### config.mk
export PLATFORM = sky130hd
export DESIGN_NAME = spi_control_status_unit
export DESIGN_NICKNAME = d
export VERILOG_FILES = /design/src/include/spi_ctl_pkg.sv /design/src/verilog/pin_sync.sv /design/src/verilog/byte_fifo.sv /design/src/verilog/spi_control_status_unit.sv
export SDC_FILE = /design/constraint.sdc
export NUM_CORES = 1
export LEC_CHECK = 0
export ABC_AREA = 1
export ABC_CLOCK_PERIOD_IN_PS = 10450
export CAP_MARGIN = 25
export CELL_PAD_IN_SITES_DETAIL_PLACEMENT = 1
export CELL_PAD_IN_SITES_GLOBAL_PLACEMENT = 1
export CORE_ASPECT_RATIO = 0.8
export CORE_MARGIN = 1
export CORE_UTILIZATION = 49
export DETAILED_ROUTE_END_ITERATION = 7
export DONT_BUFFER_PORTS = 1
export HOLD_SLACK_MARGIN = 0.08
export PLACE_DENSITY_LB_ADDON = 0.1
export SLEW_MARGIN = 5
export SYNTH_ARGS = -nofsm -noshare
export SYNTH_HDL_FRONTEND = slang
export SYNTH_SLANG_ARGS = --single-unit
### constraint.sdc
create_clock -name clk -period 10.45 [get_ports clk]
set_input_delay 0.5225 -clock clk [delete_from_list [all_inputs] [get_ports clk]]
set_output_delay 0.5225 -clock clk [all_outputs]
set_load 0.05 [all_outputs]
### src/include/spi_ctl_pkg.sv
// Constants, register map and helper function of the SPI control and status unit
// How it works
// - Writing control bit 15 in idle master mode free-runs SCK; bit self-clears.
// - Writing control bit 14 flushes both FIFOs and clears FIFO error; self-clears.
// - Control bit 13 one selects byte-at-a-time mode, zero selects block mode.
// - Control bit 12 selects full duplex; ignored while shared data line is set.
// - Manual master select: control bit 11 one drives select low, zero high.
// - Control bit 10 starts master read or slave receive; master keeps it until start.
// - With control bits 10 and 12 zero a slave transmits instead of receiving.
// - Control bit 9 reads one while the transmit FIFO is not full.
// - Control bit 8 reads one when receive data waits; resets to one.
// - Control bit 7 reads one while the transmit FIFO is empty; resets to one.
// - Control bit 6 reads one while the receive FIFO is full.
// - Transmit length field gives bits sent per byte; zero means eight.
// - Receive length field gives bits captured per byte outside full duplex; zero means eight.
// - Enable bit 2 lets the byte receive flag raise the interrupt.
// - Enable bit 1 lets the byte transmit flag raise the interrupt.
// - Enable bit 0 lets the block transfer flag raise the interrupt.
// - Status bit 7 marks a FIFO underflow or overflow.
// - FIFO error stays set until FIFO initialisation clears it.
// - Status bit 2 reads one once the byte receive condition fired.
// - Status bit 1 reads one once the byte transmit condition fired.
// - Manual select only with select delay field zero; otherwise automatic select.
// - Shared data line bit makes the master send and receive on MOSI, half duplex only; a slave still sends on MISO.
// - Status bit 0 reads one once the block transfer condition fired.
// - Clear register bit 1 clears the byte transmit flag; self-clears.
package spi_ctl_pkg;
  // Register offsets
  localparam logic [15:0] CFG_ADDR  = 16'hc0c8;
  localparam logic [15:0] CTRL_ADDR = 16'hc0ca;
  localparam logic [15:0] IEN_ADDR  = 16'hc0cc;
  localparam logic [15:0] STAT_ADDR = 16'hc0ce;
  localparam logic [15:0] ICLR_ADDR = 16'hc0d0;
  localparam logic [15:0] DATA_ADDR = 16'hc0d6;
  // Control register fields
  localparam int CTL_STROBE = 15;
  localparam int CTL_INIT   = 14;
  localparam int CTL_BYTE   = 13;
  localparam int CTL_FDX    = 12;
  localparam int CTL_SSM    = 11;
  localparam int CTL_RDEN   = 10;
  localparam int CTL_TXLEN  = 3;
  localparam int CTL_RXLEN  = 0;
  // Configuration register fields
  localparam int CFG_SHARED = 15;
  localparam int CFG_PHASE  = 14;
  localparam int CFG_POL    = 13;
  localparam int CFG_SCALE  = 9;
  localparam int CFG_MEN    = 6;
  localparam int CFG_SSEN   = 5;
  localparam int CFG_SSDLY  = 0;
  // Enable, status and clear bits
  localparam int IRQ_RX     = 2;
  localparam int IRQ_TX     = 1;
  localparam int IRQ_BLK    = 0;
  // Reset values
  localparam logic [15:0] CFG_RESET = 16'h801f;
  localparam logic [2:0]  IEN_RESET = 3'h0;
  localparam logic [2:0]  LEN_RESET = 3'h0;
  // FIFO geometry
  localparam int FIFO_DEPTH = 8;
  localparam int FIFO_AW    = 3;
  // SCK timing: divider of the 48 MHz base per scale code
  localparam int CLK_MHZ      = 100;
  localparam int SCK_BASE_MHZ = 48;
  localparam int SCK_DIV [16] = '{4, 6, 8, 12, 16, 24, 32, 48, 64, 96, 128, 192, 128, 192, 128, 192};
  localparam logic [4:0] STROBE_HALVES = 5'h10;
  localparam logic [7:0] FILL_BYTE     = 8'hff;

  // Clock cycles per SCK half period for a scale code
  function automatic logic [7:0] sck_half(input logic [3:0] sel);
    return 8'((SCK_DIV[sel] * CLK_MHZ) / (2 * SCK_BASE_MHZ));
  endfunction
endpackage

### src/verilog/pin_sync.sv
// Two-flop synchroniser for pins from outside the clock domain
`timescale 1ns/10ps
module pin_sync #(
  parameter int W = 1
) (
  // Clock and reset
  input  wire logic         clk,
  input  wire logic         rst_n,
  // Levels
  input  wire logic [W-1:0] d,
  output logic      [W-1:0] q
);
  logic [W-1:0] meta_reg;

  // First flop feeds only the second
  always_ff @(posedge clk) begin
    if (!rst_n) begin
      meta_reg <= '0;
      q        <= '0;
    end else begin
      meta_reg <= d;
      q        <= meta_reg;
    end
  end
endmodule

### src/verilog/byte_fifo.sv
// Eight-entry byte FIFO with flush
`timescale 1ns/10ps
module byte_fifo
  import spi_ctl_pkg::*;
(
  // Clock and reset
  input  wire logic       clk,
  input  wire logic       rst_n,
  input  wire logic       flush,
  // Fill side
  input  wire logic       push,
  input  wire logic [7:0] push_data,
  output logic            full,
  // Drain side
  input  wire logic       pop,
  output logic      [7:0] pop_data,
  output logic            empty
);
  logic [7:0]       mem_reg [FIFO_DEPTH];
  logic [FIFO_AW:0] wr_reg;
  logic [FIFO_AW:0] rd_reg;
  wire              do_push = push & ~full;
  wire              do_pop  = pop & ~empty;

  // Flags from pointer compare
  assign empty    = (wr_reg == rd_reg);
  assign full     = (wr_reg == {~rd_reg[FIFO_AW], rd_reg[FIFO_AW-1:0]});
  assign pop_data = mem_reg[rd_reg[FIFO_AW-1:0]];

  // Pointers
  always_ff @(posedge clk) begin
    if (!rst_n || flush) begin
      wr_reg <= '0;
      rd_reg <= '0;
    end else begin
      wr_reg <= wr_reg + {{FIFO_AW{1'b0}}, do_push};
      rd_reg <= rd_reg + {{FIFO_AW{1'b0}}, do_pop};
    end
  end

  // Storage
  always_ff @(posedge clk) begin
    if (do_push) begin
      mem_reg[wr_reg[FIFO_AW-1:0]] <= push_data;
    end
  end
endmodule

### src/verilog/spi_control_status_unit.sv
// SPI control, status and shift engine with register port
//
// Local design decision: the strobed register port.
`timescale 1ns/10ps
module spi_control_status_unit
  import spi_ctl_pkg::*;
(
  // Clock and reset
  input  wire logic        clk,
  input  wire logic        rst_n,
  // Register port
  input  wire logic [15:0] addr,
  input  wire logic [15:0] wr_data,
  input  wire logic        wr_stb,
  input  wire logic        rd_stb,
  output logic      [15:0] rd_data,
  // SPI pins
  input  wire logic        sck_in,
  output logic             sck_out,
  output logic             sck_oe,
  input  wire logic        mosi_in,
  output logic             mosi_out,
  output logic             mosi_oe,
  input  wire logic        miso_in,
  output logic             miso_out,
  output logic             miso_oe,
  input  wire logic        ss_n_in,
  output logic             ss_n_out,
  output logic             ss_n_oe,
  // Interrupt request
  output logic             irq
);
  typedef enum logic [2:0] {ST_IDLE = 3'b001, ST_XFER = 3'b010, ST_STROBE = 3'b100} eng_state_t;

  eng_state_t  state_reg;
  eng_state_t  state_next;
  logic [15:0] cfg_reg;
  logic        byte_mode_reg;
  logic        fdx_reg;
  logic        ssm_reg;
  logic        rden_reg;
  logic [2:0]  txlen_reg;
  logic [2:0]  rxlen_reg;
  logic [2:0]  ien_reg;
  logic        err_reg;
  logic        rxf_reg;
  logic        txf_reg;
  logic        blkf_reg;
  logic        rx_boot_reg;
  logic [7:0]  div_reg;
  logic [4:0]  hcnt_reg;
  logic [3:0]  bitcnt_reg;
  logic [3:0]  len_reg;
  logic        capt_reg;
  logic        txd_reg;
  logic        rdph_reg;
  logic        slv_busy_reg;
  logic        fill_reg;
  logic [7:0]  tx_sh_reg;
  logic [7:0]  rx_sh_reg;
  logic        out_bit_reg;
  logic        sck_reg;
  logic        sck_d_reg;
  logic [15:0] rd_data_reg;
  logic        sck_oe_reg;
  logic        mosi_oe_reg;
  logic        miso_oe_reg;
  logic        ss_n_reg;
  logic        ss_n_oe_reg;
  logic        irq_reg;
  logic [3:0]  pin_s;
  logic        tx_full;
  logic        tx_empty;
  logic        rx_full;
  logic        rx_empty;
  logic [7:0]  tx_data;
  logic [7:0]  rx_data;

  // Synchronised pins
  pin_sync #(.W(4)) u_pin_sync (
    .clk   (clk),
    .rst_n (rst_n),
    .d     ({sck_in, mosi_in, miso_in, ~ss_n_in}),  // Select enters inverted: reset value means deselected
    .q     (pin_s)
  );
  wire sck_s  = pin_s[3];
  wire mosi_s = pin_s[2];
  wire miso_s = pin_s[1];
  wire ss_act = pin_s[0];

  // Register decode
  wire cfg_wr   = wr_stb & (addr == CFG_ADDR);
  wire ctrl_wr  = wr_stb & (addr == CTRL_ADDR);
  wire ien_wr   = wr_stb & (addr == IEN_ADDR);
  wire iclr_wr  = wr_stb & (addr == ICLR_ADDR);
  wire data_wr  = wr_stb & (addr == DATA_ADDR);
  wire data_rd  = rd_stb & (addr == DATA_ADDR);
  wire init_wr  = ctrl_wr & wr_data[CTL_INIT];
  wire master   = cfg_reg[CFG_MEN];
  wire shared   = cfg_reg[CFG_SHARED];
  wire phase    = cfg_reg[CFG_PHASE];
  wire pol      = cfg_reg[CFG_POL];
  wire m_idle   = (state_reg == ST_IDLE);
  wire auto_ss  = (cfg_reg[CFG_SSDLY +: 5] != 5'h00);

  // Engine start decisions
  wire strobe_go = ctrl_wr & wr_data[CTL_STROBE] & master & m_idle;
  wire m_rd_go   = master & m_idle & rden_reg & ~strobe_go;
  wire m_wr_go   = master & m_idle & ~rden_reg & ~tx_empty & ~strobe_go;
  wire s_tx      = ~rden_reg | fdx_reg;
  wire s_rx      = rden_reg | fdx_reg;
  wire s_go      = ~master & ss_act & ~slv_busy_reg;
  wire load_ev   = m_rd_go | m_wr_go | s_go;
  wire tx_pop    = m_wr_go | (s_go & s_tx & ~tx_empty);
  wire [7:0] load_byte = (m_rd_go | tx_empty) ? FILL_BYTE : tx_data;
  wire [2:0] len_sel   = (m_rd_go | (~master & s_rx & ~fdx_reg)) ? rxlen_reg : txlen_reg;
  wire [3:0] len_bits  = {(len_sel == 3'h0), len_sel};

  // Edge events of both roles
  wire tick      = ~m_idle & (div_reg == 8'h00);
  wire lead      = ~hcnt_reg[0];
  wire in_xfer   = (state_reg == ST_XFER);
  wire s_lead    = slv_busy_reg & (sck_s != sck_d_reg) & (sck_s == pol);
  wire s_trail   = slv_busy_reg & (sck_s != sck_d_reg) & (sck_s != pol);
  wire underflow = s_lead & txd_reg & fill_reg & (bitcnt_reg == 4'h0);
  wire shift_ev  = master ? (tick & in_xfer & (lead == phase)) : s_trail;
  wire samp_ev   = master ? (tick & in_xfer & (lead != phase)) : s_lead;
  wire done_ev   = samp_ev & ((bitcnt_reg + 4'h1) == len_reg);
  wire last_half = (hcnt_reg == ({len_reg, 1'b0} - 5'h01));
  wire in_bit    = (master & ~shared) ? miso_s : mosi_s;
  wire rx_push   = done_ev & capt_reg;
  wire rd_phase  = m_rd_go | (rdph_reg & in_xfer);

  // Master state machine
  always_comb begin
    state_next = state_reg;
    unique case (state_reg)
      ST_IDLE: begin
        if (strobe_go) begin
          state_next = ST_STROBE;
        end else if (m_rd_go | m_wr_go) begin
          state_next = ST_XFER;
        end
      end
      ST_XFER: begin
        if (~master | (tick & last_half)) begin
          state_next = ST_IDLE;
        end
      end
      ST_STROBE: begin
        if (tick & (hcnt_reg == STROBE_HALVES - 5'h01)) begin
          state_next = ST_IDLE;
        end
      end
      default: state_next = ST_IDLE;
    endcase
  end

  // Transmit and receive FIFOs
  byte_fifo u_tx_fifo (
    .clk       (clk),
    .rst_n     (rst_n),
    .flush     (init_wr),
    .push      (data_wr),
    .push_data (wr_data[7:0]),
    .full      (tx_full),
    .pop       (tx_pop),
    .pop_data  (tx_data),
    .empty     (tx_empty)
  );
  byte_fifo u_rx_fifo (
    .clk       (clk),
    .rst_n     (rst_n),
    .flush     (init_wr),
    .push      (rx_push),
    .push_data ({rx_sh_reg[6:0], in_bit}),  // Last bit joins at the capture edge
    .full      (rx_full),
    .pop       (data_rd),
    .pop_data  (rx_data),
    .empty     (rx_empty)
  );

  // Software registers
  always_ff @(posedge clk) begin
    if (!rst_n) begin
      cfg_reg       <= CFG_RESET;
      byte_mode_reg <= 1'b0;
      fdx_reg       <= 1'b0;
      ssm_reg       <= 1'b0;
      rden_reg      <= 1'b0;
      txlen_reg     <= LEN_RESET;
      rxlen_reg     <= LEN_RESET;
      ien_reg       <= IEN_RESET;
    end else begin
      if (cfg_wr) begin
        cfg_reg <= {wr_data[15:8], 1'b0, m_idle ? wr_data[CFG_MEN] : master, wr_data[5:0]};
      end
      if (ctrl_wr) begin
        byte_mode_reg <= wr_data[CTL_BYTE];
        fdx_reg       <= wr_data[CTL_FDX] & ~shared;
        ssm_reg       <= wr_data[CTL_SSM];
        rden_reg      <= wr_data[CTL_RDEN];
        txlen_reg     <= wr_data[CTL_TXLEN +: 3];
        rxlen_reg     <= wr_data[CTL_RXLEN +: 3];
      end else if (m_rd_go) begin
        rden_reg <= 1'b0;
      end
      if (ien_wr) begin
        ien_reg <= wr_data[2:0];
      end
    end
  end

  // Sticky flags; events win over software clears, FIFO init clears the error
  always_ff @(posedge clk) begin
    if (!rst_n) begin
      err_reg     <= 1'b0;
      rxf_reg     <= 1'b0;
      txf_reg     <= 1'b0;
      blkf_reg    <= 1'b0;
      rx_boot_reg <= 1'b1;
    end else begin
      err_reg     <= ~init_wr & (err_reg | underflow | (rx_push & rx_full) | (data_wr & tx_full));
      rxf_reg     <= (rx_push & byte_mode_reg) | (rxf_reg & ~data_rd);
      txf_reg     <= (done_ev & txd_reg & byte_mode_reg) | (txf_reg & ~(iclr_wr & wr_data[IRQ_TX]));
      blkf_reg    <= (done_ev & ~byte_mode_reg) | (blkf_reg & ~(iclr_wr & wr_data[IRQ_BLK]));
      rx_boot_reg <= rx_boot_reg & ~init_wr & ~data_rd;
    end
  end

  // Shift engine
  always_ff @(posedge clk) begin
    if (!rst_n) begin
      state_reg    <= ST_IDLE;
      div_reg      <= 8'h00;
      hcnt_reg     <= 5'h00;
      sck_reg      <= 1'b1;
      sck_d_reg    <= 1'b0;
      bitcnt_reg   <= 4'h0;
      len_reg      <= 4'h8;
      capt_reg     <= 1'b0;
      txd_reg      <= 1'b0;
      rdph_reg     <= 1'b0;
      slv_busy_reg <= 1'b0;
      fill_reg     <= 1'b0;
      tx_sh_reg    <= 8'h00;
      rx_sh_reg    <= 8'h00;
      out_bit_reg  <= 1'b0;
    end else begin
      state_reg    <= state_next;
      sck_d_reg    <= sck_s;
      div_reg      <= (m_idle | tick) ? sck_half(cfg_reg[CFG_SCALE +: 4]) - 8'h01 : div_reg - 8'h01;
      hcnt_reg     <= m_idle ? 5'h00 : hcnt_reg + {4'h0, tick};
      sck_reg      <= (m_idle | (state_next == ST_IDLE)) ? ~pol : sck_reg ^ tick;
      slv_busy_reg <= ~master & ss_act & (s_go | (slv_busy_reg & ~done_ev));
      if (load_ev) begin
        bitcnt_reg <= 4'h0;
        len_reg    <= len_bits;
        capt_reg   <= master ? (m_rd_go | fdx_reg) : s_rx;
        txd_reg    <= m_wr_go | (s_go & s_tx);
        rdph_reg   <= m_rd_go;
        fill_reg   <= tx_empty;  // Fill byte only counts as underflow once clocked
        rx_sh_reg  <= 8'h00;
        if (~master | ~phase) begin
          out_bit_reg <= load_byte[7];
          tx_sh_reg   <= {load_byte[6:0], 1'b0};
        end else begin
          tx_sh_reg <= load_byte;
        end
      end else begin
        if (samp_ev) begin
          bitcnt_reg <= bitcnt_reg + 4'h1;
          rx_sh_reg  <= {rx_sh_reg[6:0], in_bit};
        end
        if (shift_ev) begin
          out_bit_reg <= tx_sh_reg[7];
          tx_sh_reg   <= {tx_sh_reg[6:0], 1'b0};
        end
      end
    end
  end

  // Read data mux
  wire [15:0] ctrl_rd = {2'b00, byte_mode_reg, fdx_reg, ssm_reg, rden_reg, ~tx_full,
                         ~rx_empty | rx_boot_reg, tx_empty, rx_full, txlen_reg, rxlen_reg};
  wire [15:0] cfg_rd  = {cfg_reg[15:8], ~m_idle, cfg_reg[6:0]};
  wire [15:0] stat_rd = {8'h00, err_reg, 4'h0, rxf_reg, txf_reg, blkf_reg};
  wire [15:0] rd_mux  = (addr == CFG_ADDR)  ? cfg_rd :
                        (addr == CTRL_ADDR) ? ctrl_rd :
                        (addr == IEN_ADDR)  ? {13'h0000, ien_reg} :
                        (addr == STAT_ADDR) ? stat_rd :
                        (addr == DATA_ADDR) ? {8'h00, rx_data} : 16'h0000;
  wire [2:0]  flags   = {rxf_reg, txf_reg, blkf_reg};

  // Registered outputs
  always_ff @(posedge clk) begin
    if (!rst_n) begin
      rd_data_reg <= 16'h0000;
      sck_oe_reg  <= 1'b0;
      mosi_oe_reg <= 1'b0;
      miso_oe_reg <= 1'b0;
      ss_n_reg    <= 1'b1;
      ss_n_oe_reg <= 1'b0;
      irq_reg     <= 1'b0;
    end else begin
      rd_data_reg <= rd_stb ? rd_mux : 16'h0000;
      sck_oe_reg  <= master;
      mosi_oe_reg <= master & ~(shared & rd_phase);
      miso_oe_reg <= ~master & ss_act & s_tx;
      ss_n_reg    <= auto_ss ? (state_next != ST_XFER) : ~ssm_reg;
      ss_n_oe_reg <= master & cfg_reg[CFG_SSEN];
      irq_reg     <= |(flags & ien_reg);
    end
  end

  assign rd_data  = rd_data_reg;
  assign sck_out  = sck_reg;
  assign sck_oe   = sck_oe_reg;
  assign mosi_out = out_bit_reg;
  assign mosi_oe  = mosi_oe_reg;
  assign miso_out = out_bit_reg;
  assign miso_oe  = miso_oe_reg;
  assign ss_n_out = ss_n_reg;
  assign ss_n_oe  = ss_n_oe_reg;
  assign irq      = irq_reg;
endmodule

== Word level (Yosys, flattened, before mapping) ==
Memories as Yosys holds them, arrays and structs flattened. A register that Yosys moved wholly into a read port is not among the register bits.
Index checks and enable logic that the tools add are counted.
Operators by class
  mux-type cells: 35
  $mul: 1
  reduce and logical (&&, ||, !) cells: 14
  divide/modulo/power cells: 1
  magnitude comparators: 1
  bitwise logic cells: 114
  $add $sub $neg: 9
  eq/ne operators: 24
Operators by type and width (count)
  $eq A16 B16 Y1 const B: 6
  $mux W32: 2
  $mux W8: 8
  $and A1 B1 Y1: 63
  $div A32 B8 Y32 const B: 1
  $mul A32 B6 Y30 const B: 1
  $not A1 Y1: 26
  $or A1 B1 Y1: 22
  $mux W3: 7
  $eq A4 B4 Y1: 5
  $add A4 B1 Y4: 4
  $mux W16: 1
  $sub A8 B1 Y8 const B: 2
  $mux W1: 15
  $mux W14: 1
  $pmux W3 S3: 1
  $logic_not A8 Y1: 1
  $eq A3 B1 Y1 const B: 2
  $reduce_and A2 Y1: 3
  $add A5 B1 Y5: 1
  $eq A5 B4 Y1 const B: 1
  $eq A5 B5 Y1: 1
  $ge A5 B5 Y1 const B: 1
  $not A4 Y5: 1
  other kinds (18): 23
Word-level totals
  memories: 3
  flip-flop bits (word level): 126
  bits in read-only memories: 512
  output and inout port bits: 25
  bits in writable memories: 128
  input port bits: 40
Memory list
  (no name shown): depth 16, width 32, read ports 1, clocked after memory_dff 0, write ports 0, line spi_ctl_pkg.sv:72  | return 8'((SCK_DIV[sel] * CLK_MHZ) / (2 * SCK_BASE_MHZ));
  u_rx_fifo.mem_reg: depth 8, width 8, read ports 1, clocked after memory_dff 1, write ports 1, line byte_fifo.sv:19  | logic [7:0] mem_reg [FIFO_DEPTH];
  u_tx_fifo.mem_reg: depth 8, width 8, read ports 1, clocked after memory_dff 1, write ports 1, line byte_fifo.sv:19

== Logic depth before layout (Yosys ltp) ==
Gate-level depths: netlist of run 1.
  depth after elaboration: 14
  depth in mapped cells: 67

== Modules after synthesis ==
A second synthesis of run 1 with hierarchy kept.
Unflattened totals
  cells, all modules: 1617
  area, all modules: 13256.5 um2
Modules (own cells, without submodules)
  spi_control_status_unit: times used 1, seq. area each 2042.0 um2, area each 6895.4 um2, cells an instance 1010
  byte_fifo: times used 2, seq. area each 2082.0 um2, area each 3067.9 um2, cells an instance 291
  pin_sync: times used 1, seq. area each 160.2 um2, area each 225.2 um2, cells an instance 25

== Least setup slack after synthesis of run 1 ==
OpenSTA, ideal clock, no wires.
  path kind: register to register
  start: reg cfg_reg[9]
  end: reg div_reg[6]
  library setup time: 129 ps
  path buffers: 0
  required time: 10321 ps
  data arrival time: 7693 ps
  cell stages (with the launch flop): 62
  path slack: 2627 ps
  cell sequence: dfxtp_1 > nor2_1 > nor3_1 > inv_1 > ha_1 > fa_1 > ha_1 > ha_1 > inv_1 > fa_1 > inv_2 > nand2_1 > nand2_1 > nand3_1 > nand3_1 > nand2_4 > ha_1 > o21ai_1 > [26 not listed] > nand2_2 > nor2_4 > nand3_4 > nand2_1 > nand2_1 > inv_2 > nand3_1 > nor2_1 > nand2_1 > nand2_1 > nand2_1 > nand2_1 > nand4_2 > nand2_2 > ha_1 > nand4_1 > o21ai_0 > a21oi_1
Between the ends
  longest elaborated chain between the ends: 8
Ends and longest elaborated chain
  start: declaration: line spi_control_status_unit.sv:37  | logic [15:0] cfg_reg;
  start signal: assignment: line spi_control_status_unit.sv:196  | cfg_reg <= {wr_data[15:8], 1'b0, m_idle ? wr_data[CFG_MEN] : master, wr_data[5:0]};
  $not A4 Y5 (not written as such): line spi_ctl_pkg.sv:72
  $mem_v2 Z16 W32
  $mux W32 (not written as such) (2 in a row): line spi_ctl_pkg.sv:72
  $mul A32 B6 Y30: line spi_ctl_pkg.sv:72
  $div A32 B8 Y32: line spi_ctl_pkg.sv:72
  $sub A8 B1 Y8: line spi_control_status_unit.sv:252  | div_reg <= (m_idle | tick) ? sck_half(cfg_reg[CFG_SCALE +: 4]) - 8'h01 : div_reg - 8'h01;
  $mux W8: line spi_control_status_unit.sv:252
  end signal: assignment: line spi_control_status_unit.sv:252
  end: declaration: line spi_control_status_unit.sv:50  | logic [7:0] div_reg;
No other way between the ends. The select of a mux whose other input is x is not followed.
A chain may end at the register's enable or synchronous reset.

== Worst setup path in the final report of run 1 ==
  start: reg cfg_reg[9]
  end: reg div_reg[4]
The elaborated chain is that of the path after synthesis.

==> results of run 1 <==
-- per-layer routing --
layer,share of wire [%],vias to the layer above,track usage (%),routed length (µm)
li1,-,5262,-,-
met1,48,5270,41.1,18500
met2,45,229,44.3,17100
met3,5.0,65,4.38,1920
met4,2.2,0,7.07,828
met5,0,-,0,0
-- final timing paths --
path	endpoint	cells past startpoint	from	slack, ns
setup / recovery	div_reg[4]	61	cfg_reg[9]	1.22
hold / removal	u_tx_fifo.mem_reg[0][1]	0	wr_data[1]	0.09
setup reg to reg	div_reg[4]	61	cfg_reg[9]	1.22
hold reg to reg	u_pin_sync.q[0]	2	u_pin_sync.meta_reg[0]	0.41
-- per-stage QoR --
step                area, µm²  cells  total power, µW  utilization, %
floorplan               13100   1551             1090               -
global placement        13600   1888             1090            51.7
global route            14400   1936             2020            54.9
CTS                     14400   1934             1980            54.7
finish                  14400   1936             1970            54.9
detailed placement      13600   1888             1100            51.7
-- kinds of logic (layout without fill, tap and decap cells) --
kind of cell,count (synthesis),in the layout,synth area share (%)
compound gates,270,270,11.8
xor+xnor,37,37,2.53
fa+ha+maj,46,46,4.56
buf+inv,242,270,7.07
flops,254,254,48.6
mux,17,17,1.38
simple gates,685,685,24.1
-- cell type report --
type / instances / area, µm² / share of cell area, %
Inverter: 198 / 746 / 5.18
Clock inverter: 6 / 58.8 / 0.408
Clock buffer: 39 / 743 / 5.16
Multi-Input combinational cell: 1055 / 5830 / 40.4
Tap cell: 357 / 447 / 3.10
Sequential cell: 254 / 6370 / 44.2
Timing Repair Buffer: 27 / 218 / 1.51
-- worst register-to-register path: cells and delay by family (launching register included) --
family                   cells  cell delay (ns)
flip-flops                   1             0.40
AND/OR/NAND/NOR             45             5.39
buffers and inverters        6             0.54
AO/OA/AOI/OAI                3             0.50
adder cells (fa/ha/maj)      7             2.24
-- report_power, final --
group | total (µW) | internal [µW] | switching, µW
Clock | 895 | 514 | 382
Sequential | 1050 | 1050 | 4.82
Combinational | 24.9 | 6.86 | 18.0
Total | 1970 | 1570 | 404
-- cell usage in the layout, fill, tap and decap left out, types with 7 or more instances in the layout --
cell type	n
nand2_2	10
clkinv_1	10
dfxtp_1	126
buf_4	24
mux2_2	9
nor2_4	9
clkbuf_16	26
or2_2	8
a2111oi_0	7
o21ai_0	97
inv_2	10
nand3_2	17
o211ai_1	17
ha_1	43
a211oi_1	13
edfxtp_1	128
o22ai_1	11
nand4_1	24
inv_1	177
nor3_1	31
xor2_1	20
o21ai_1	8
xnor2_1	16
nand2_1	318
nand3_1	99
nor2_1	143
a21oi_1	84
mux2i_1	8
a31oi_1	16
==> results_dict.tcl, run 1 <==
set metrics [dict create \
    finalClockSkew_ns 0.0170 \
    cts-root-buf "clkbuf_16" \
    post_cts_buffers 0 \
    yosysSeqAreaShare_pct 48.6 \
    diodes 0 \
    pwr_density_cell_mw_per_mm2 137 \
    post_cts_resized 0 \
    routedWlPerCell_um 19.8 \
    die_h_um 148 \
    fin_crit_sh_pct 88.3 \
    rows 53 \
    synth_cell_types 56 \
    dr.pass1.iters 4 \
    ant_nets 0 \
    pre_cts_ws_ns 1.36 \
    period_needed_ns 9.23 \
    timing_worst_setup_path_type "flip-flop to flip-flop" \
    hold_class "primary input to flip-flop" \
    drt-vias-per-instance 5.59 \
    clkSlewWorstSetupHoldPaths_ns 0.07 \
    nNetsFinal 1647 \
    cp-end-kind "flip-flop" \
    start_kind "flip-flop" \
    synth-edff-count 128 \
    fmax_mhz 108 \
    drtIter0Drc 811 \
    report.final.slew_viol_count 0 \
    pin_count 65 \
    setup_slack_ns 1.22 \
    yosys.area.top_type "edfxtp_1" \
    synthesis.instances 1551 \
    place_congestion 0.919 \
    grt_pass1_vias 11000 \
    slew_headroom_pct 30.9 \
    num_vias 10800 \
    numCtsBuffers 25 \
    numPortBuffers 0 \
    syn_area_per_cell_um2 8.45 \
    nFillCells 3167 \
    synth_top_cell_area_share_pct 29.3 \
    drive_gt1_share_pct 9.37 \
    start_util_pct 49.9 \
    yosys-top-cells-area "edfxtp_1 29%, dfxtp_1 19%, nand2_1 9.1%" \
    clock_path_buffers 3 \
    path_max_fanout 10 \
    ys_seq_elements 254 \
    dieWidth_um 185 \
    cp.arrival_ns 9.63 \
    crit_path_max_incr_delay_ns 0.47 \
    design.core.area_mm2 0.0263 \
    fin_setup_tns_ns 0 \
    crit_path_top_delay_cell "fa_1" \
    critPathBufInv 6 \
    cts_tree "done" \
    holdWs_ns 0.0917 \
    power_leakage_uw 0.00614 \
    setup_viol 0 \
    cts.htree.levels 1 \
    route.detailed.drc 0 \
    worstMarginPinSlew_ns 1.03 \
    ys_async_sr_fraction_pct 0 \
    status "finished, final reports clean" \
    synth_ff_type "edfxtp_1" \
    grt_antenna_before_repair 2 \
    maxCapViolCount 0 \
    clk_latency_ns 0.53 \
    syn-cell-area_mm2 0.0131 \
    rsz0062_at_grt "no" \
    cts.sinks 254 \
    crit_family "simple AND/OR/NAND/NOR gates" \
    wl_mm 38.3 \
    area_growth_syn_to_layout_pct 9.86 \
    critPathRequiredTime_ns 10.85 \
    dieArea_mm2 0.0274 \
    grtUsageTotal_pct 28.4 \
    hpwl_mm 28.3 \
    crit_top_cell "nand2_1" \
    grt_max_degree 52 \
    yosysWarnings 0 \
    syn_nets 1637 \
    synthTopCellsByCount "318 x nand2_1, 177 x inv_1, 143 x nor2_1" \
    vdd_drop_max_mv 0.160 \
    gr-total-overflow 0 \
    yosysMostFrequentCell "nand2_1" \
    hold_violations 0 \
    hold_buffers 1 \
    grt_pass1_wl_mm 60.2 \
]
Note: power is estimated with default switching activity, not from simulation.
==> run 2, diff against run 1 <==
--- a/config.mk
+++ b/config.mk
@@ -15,9 +15,10 @@
 export CORE_UTILIZATION = 49
 export DETAILED_ROUTE_END_ITERATION = 7
 export DONT_BUFFER_PORTS = 1
-export HOLD_SLACK_MARGIN = 0.08
+export HOLD_SLACK_MARGIN = 0.03
 export PLACE_DENSITY_LB_ADDON = 0.1
 export SLEW_MARGIN = 5
 export SYNTH_ARGS = -nofsm -noshare
 export SYNTH_HDL_FRONTEND = slang
 export SYNTH_SLANG_ARGS = --single-unit
+export TNS_END_PERCENT = 20
==> constraint.sdc (replaced) <==
create_clock -name clk -period 10.45 [get_ports clk]
set_input_delay 1.045 -clock clk [delete_from_list [all_inputs] [get_ports clk]]
set_output_delay 1.045 -clock clk [all_outputs]
set_load 0.05 [all_outputs]
==> results_dict.tcl, run 2 (synthesis gave the netlist of run 1 again) <==
set metrics [dict create \
    routedWlPerCell_um 19.8 \
    critPathRequiredTime_ns 10.85 \
    dp_cells 1888 \
    crit_top_cell "nand2_1" \
    reg2reg_to "div_reg[4]" \
    cts_tree "done" \
    place_congestion 0.919 \
    post_cts_buffers 0 \
    final_cells 1935 \
    numCtsBuffers 25 \
    pwr_density_cell_mw_per_mm2 137 \
    finalClockSkew_ns 0.0172 \
    crit_path_top_delay_cell "fa_1" \
    grt_antenna_before_repair 2 \
    cts.sinks 254 \
    grt_max_degree 52 \
    die_h_um 148 \
    drtIter0Drc 778 \
    path_max_fanout 10 \
    gr-total-overflow 0 \
    drive_gt1_share_pct 9.38 \
    design.core.area_mm2 0.0263 \
    ant_nets 0 \
    crit_path_max_incr_delay_ns 0.47 \
    drt-vias-per-instance 5.59 \
    dr.pass1.iters 5 \
    hold_class "flip-flop to flip-flop" \
    rsz0062_at_grt "no" \
    hold_buffers 0 \
    period_needed_ns 9.21 \
    cp-end-kind "flip-flop" \
    numPortBuffers 0 \
    dieArea_mm2 0.0274 \
    route.detailed.drc 0 \
    worstMarginPinSlew_ns 1.01 \
    critPathBufInv 5 \
    rows 53 \
    status "finished, final reports clean" \
    power_leakage_uw 0.00613 \
    start_util_pct 49.9 \
    cp-endpoint "div_reg[4]" \
    nNetsFinal 1646 \
    r2r_cells 61 \
    r2r-start "cfg_reg[9]" \
    fin_crit_sh_pct 88.2 \
    critical_path_cell_count 61 \
    report.final.slew_viol_count 0 \
    slew_headroom_pct 32.2 \
    pin_count 65 \
    vdd_drop_max_mv 0.160 \
    num_vias 10800 \
    clkSlewWorstSetupHoldPaths_ns 0.07 \
    r2r_slack_ns 1.24 \
    fin_setup_tns_ns 0 \
    setup_viol 0 \
    fmax_mhz 109 \
    grtUsageTotal_pct 28.4 \
    final_common_cell "nand2_1" \
    grt_pass1_vias 11000 \
    post_cts_resized 0 \
    clk_latency_ns 0.53 \
    cts.htree.levels 1 \
    timing_worst_setup_path_type "flip-flop to flip-flop" \
    mostFrequentLayoutCells "318 x nand2_1, 177 x inv_1, 143 x nor2_1" \
    startpoint "cfg_reg[9]" \
    start_kind "flip-flop" \
    wl_mm 38.3 \
    dieWidth_um 185 \
    maxCapViolCount 0 \
    cp.arrival_ns 9.62 \
    clock_path_buffers 3 \
    grt_pass1_wl_mm 60.2 \
    cts-root-buf "clkbuf_16" \
    area_growth_syn_to_layout_pct 9.78 \
    hpwl_mm 28.3 \
    diodes 0 \
    hold_violations 0 \
    crit_family "simple AND/OR/NAND/NOR gates" \
]
[run 2: cell count changes in the layout (fill, tap and decap cells not counted), sizes merged]
cell / delta
dlygate4sd3: -1
[run 2: worst reg2reg max path, delay by kind of cell (launching register included)]
kind                       cells  cell delay (ns)
buffers and inverters          5             0.42
adders and majority gates      7             2.24
and+or+nand+nor               46             5.56
AOI/OAI and AO/OA              3             0.49
DFF                            1             0.40
[run 2: final cells by class]
type,count,area (µm²)
inverters,198,746
clock buffers,39,743
multi-input cells,1055,5830
fillers,3167,11900
repair buffers,26,208
flip-flops and latches,254,6370
clock inverters,6,58.8
well taps,357,447
[run 2: layer usage]
layer / share of wire (%) / wire length, µm / vias to the layer above / GRT usage, %
li1: - / - / 5256 / -
met1: 48 / 18300 / 5257 / 41.2
met2: 45 / 17100 / 250 / 44.3
met4: 2.2 / 847 / 0 / 7.07
met5: 0 / 0 / - / 0
met3: 5.4 / 2070 / 63 / 4.38
[run 2: metrics by stage]
step                power [µW]  setup WS [ns]  utilization, %  hold WS (ns)  instance area, µm²
finish                    1970           1.24            54.8         0.414               14400
global route              2020          0.249            54.8         0.447               14400
CTS                       1980           1.28            54.7         0.414               14400
detailed placement        1100           1.36            51.7         0.399               13600
global placement          1090           1.70            51.7         0.396               13600
floorplan                 1090           2.63               -         0.390               13100
[run 2: where the power goes]
group	switching [µW]	internal [µW]	total, µW	leakage [µW]
sequential	4.84	1050	1050	0.00217
clock	381	514	894	0.000403
combinational	17.8	6.61	24.4	0.00356
total	403	1570	1970	0.00613
[run 2: worst min-delay path by stage]
stage               slack (ns)               to  depth (start not counted)                   start
global placement          0.40  u_pin_sync.q[0]                          2  u_pin_sync.meta_reg[0]
floorplan                 0.39  u_pin_sync.q[0]                          2  u_pin_sync.meta_reg[0]
global route              0.45  u_pin_sync.q[0]                          2  u_pin_sync.meta_reg[0]
finish                    0.41  u_pin_sync.q[0]                          2  u_pin_sync.meta_reg[0]
CTS                       0.41  u_pin_sync.q[0]                          2  u_pin_sync.meta_reg[0]
detailed placement        0.40  u_pin_sync.q[0]                          2  u_pin_sync.meta_reg[0]
==> run 3, diff against run 2 <==
--- a/config.mk
+++ b/config.mk
@@ -10,11 +10,12 @@
 export CAP_MARGIN = 25
 export CELL_PAD_IN_SITES_DETAIL_PLACEMENT = 1
 export CELL_PAD_IN_SITES_GLOBAL_PLACEMENT = 1
-export CORE_ASPECT_RATIO = 0.8
+export CORE_ASPECT_RATIO = 0.7
 export CORE_MARGIN = 1
 export CORE_UTILIZATION = 49
 export DETAILED_ROUTE_END_ITERATION = 7
 export DONT_BUFFER_PORTS = 1
+export GPL_TIMING_DRIVEN = 0
 export HOLD_SLACK_MARGIN = 0.03
 export PLACE_DENSITY_LB_ADDON = 0.1
 export SLEW_MARGIN = 5
==> results_dict.tcl, run 3 (synthesis gave the netlist of run 1 again) <==
set metrics [dict create \
    grt_pass1_wl_mm 62.5 \
    hold_buffers 0 \
    vdd_drop_max_mv 0.111 \
    setup_viol 0 \
    slew_headroom_pct 35.3 \
    fin_area_mm2 0.0144 \
    critPathRequiredTime_ns 10.86 \
    cts.sinks 254 \
    start_util_pct 50.4 \
    power_leakage_uw 0.00608 \
    route.detailed.drc 0 \
    cp-end-kind "flip-flop" \
    mostFrequentLayoutCells "318 x nand2_1, 177 x inv_1, 143 x nor2_1" \
    crit_top_cell "nand2_1" \
    pwr_density_cell_mw_per_mm2 134 \
    power_uw 1940 \
    ant_nets 0 \
    nNetsFinal 1674 \
    num_vias 11200 \
    cts_tree "done" \
    cts-root-buf "clkbuf_16" \
    dieWidth_um 198 \
    design.core.area_mm2 0.0260 \
    cts.htree.levels 1 \
    hold_start "u_pin_sync.meta_reg[0]" \
    finalClockSkew_ns 0.0123 \
    pre_cts_ws_ns 1.03 \
    drt-vias-per-instance 5.72 \
    numCtsBuffers 25 \
    wl_mm 39.8 \
    diodes 0 \
    path_max_fanout 10 \
    r2r_cells 61 \
    final_common_cell "nand2_1" \
    dieArea_mm2 0.0274 \
    crit_path_top_delay_cell "fa_1" \
    startpoint "cfg_reg[9]" \
    maxCapViolCount 0 \
    clk_latency_ns 0.53 \
    grtUsageTotal_pct 29.4 \
    crit_family "simple AND/OR/NAND/NOR gates" \
    clkSlewWorstSetupHoldPaths_ns 0.07 \
    gr-total-overflow 0 \
    grt_max_degree 15 \
    reg2reg_to "div_reg[6]" \
    r2r-start "cfg_reg[9]" \
    grt_pass1_vias 11300 \
    status "finished, final reports clean" \
    critical_path_cell_count 61 \
    pin_count 65 \
    post_cts_resized 0 \
    crit_path_max_incr_delay_ns 0.52 \
    post_cts_buffers 0 \
    drive_gt1_share_pct 8.66 \
    r2r_slack_ns 0.88 \
    dr.pass1.iters 4 \
    die_h_um 139 \
    rsz0062_at_grt "no" \
    post_dp_cell_area_mm2 0.0136 \
    cp.arrival_ns 9.98 \
    worstMarginPinSlew_ns 0.966 \
    routedWlPerCell_um 20.3 \
    setup_slack_ns 0.883 \
    fmax_mhz 105 \
    hold_violations 0 \
    clock_path_buffers 3 \
    drtIter0Drc 775 \
    hpwl_mm 30.0 \
    timing_worst_setup_path_type "flip-flop to flip-flop" \
    fin_crit_sh_pct 91.6 \
    numPortBuffers 0 \
    cp-endpoint "div_reg[6]" \
    place_congestion 0.899 \
    fin_setup_tns_ns 0 \
    hold_class "flip-flop to flip-flop" \
    critPathBufInv 5 \
    rows 49 \
    grt_antenna_before_repair 0 \
    report.final.slew_viol_count 0 \
    start_kind "flip-flop" \
    period_needed_ns 9.57 \
    area_growth_syn_to_layout_pct 9.95 \
]
-- run 3: cell types whose count changed in the layout (fill, tap and decap cells not counted), sizes merged --
cell / change
buf: -9
clkbuf: +35
clkinv: +2
inv: -1
-- run 3: worst min-delay path by stage --
stage                 endpoint  cells after the start
2_1_floorplan  u_pin_sync.q[0]                      2
3_3_place_gp   u_pin_sync.q[1]                      2
3_5_place_dp   u_pin_sync.q[3]                      2
4_1_cts        u_pin_sync.q[0]                      2
5_1_grt        u_pin_sync.q[2]                      2
6_report       u_pin_sync.q[0]                      2
-- run 3: cell type report --
type / instances / area (µm²)
inverters: 198 / 746
multi-input cells: 1055 / 5860
plain buffers: 44 / 181
fillers: 3150 / 11600
clock buffers: 37 / 694
flip-flops and latches: 254 / 6370
clock inverters: 7 / 56.3
well taps: 357 / 447
repair buffers: 10 / 62.6
-- run 3: per-stage QoR --
step / utilization [%] / instances / hold WS (ns)
finish: 55.5 / 1962 / 0.419
global route: 55.5 / 1962 / 0.443
CTS: 55.4 / 1959 / 0.419
detailed placement: 52.5 / 1915 / 0.408
global placement: 52.2 / 1908 / 0.394
floorplan: - / 1551 / 0.390
-- run 3: per-layer routing --
layer,vias up,track usage [%],routed length (µm)
met4,0,4.98,652
met2,334,45.4,17200
li1,5316,-,-
met1,5521,43.6,19200
met5,-,0,0
met3,51,4.99,2680
-- run 3: power by group --
group          internal (µW)  switching (µW)  leakage (µW)  total [µW]
logic                   7.18            23.7       0.00354        30.9
registers               1050            4.17       0.00217        1050
clock network            482             375      0.000374         857
total                   1530             402       0.00608        1940
-- run 3: tightest hold or removal path: cells and delay by family, from the launching register on --
kind / cells / cell delay, ns
buffers and inverters: 1 / 0.04
DFF: 1 / 0.31
and+or+nand+nor: 1 / 0.05
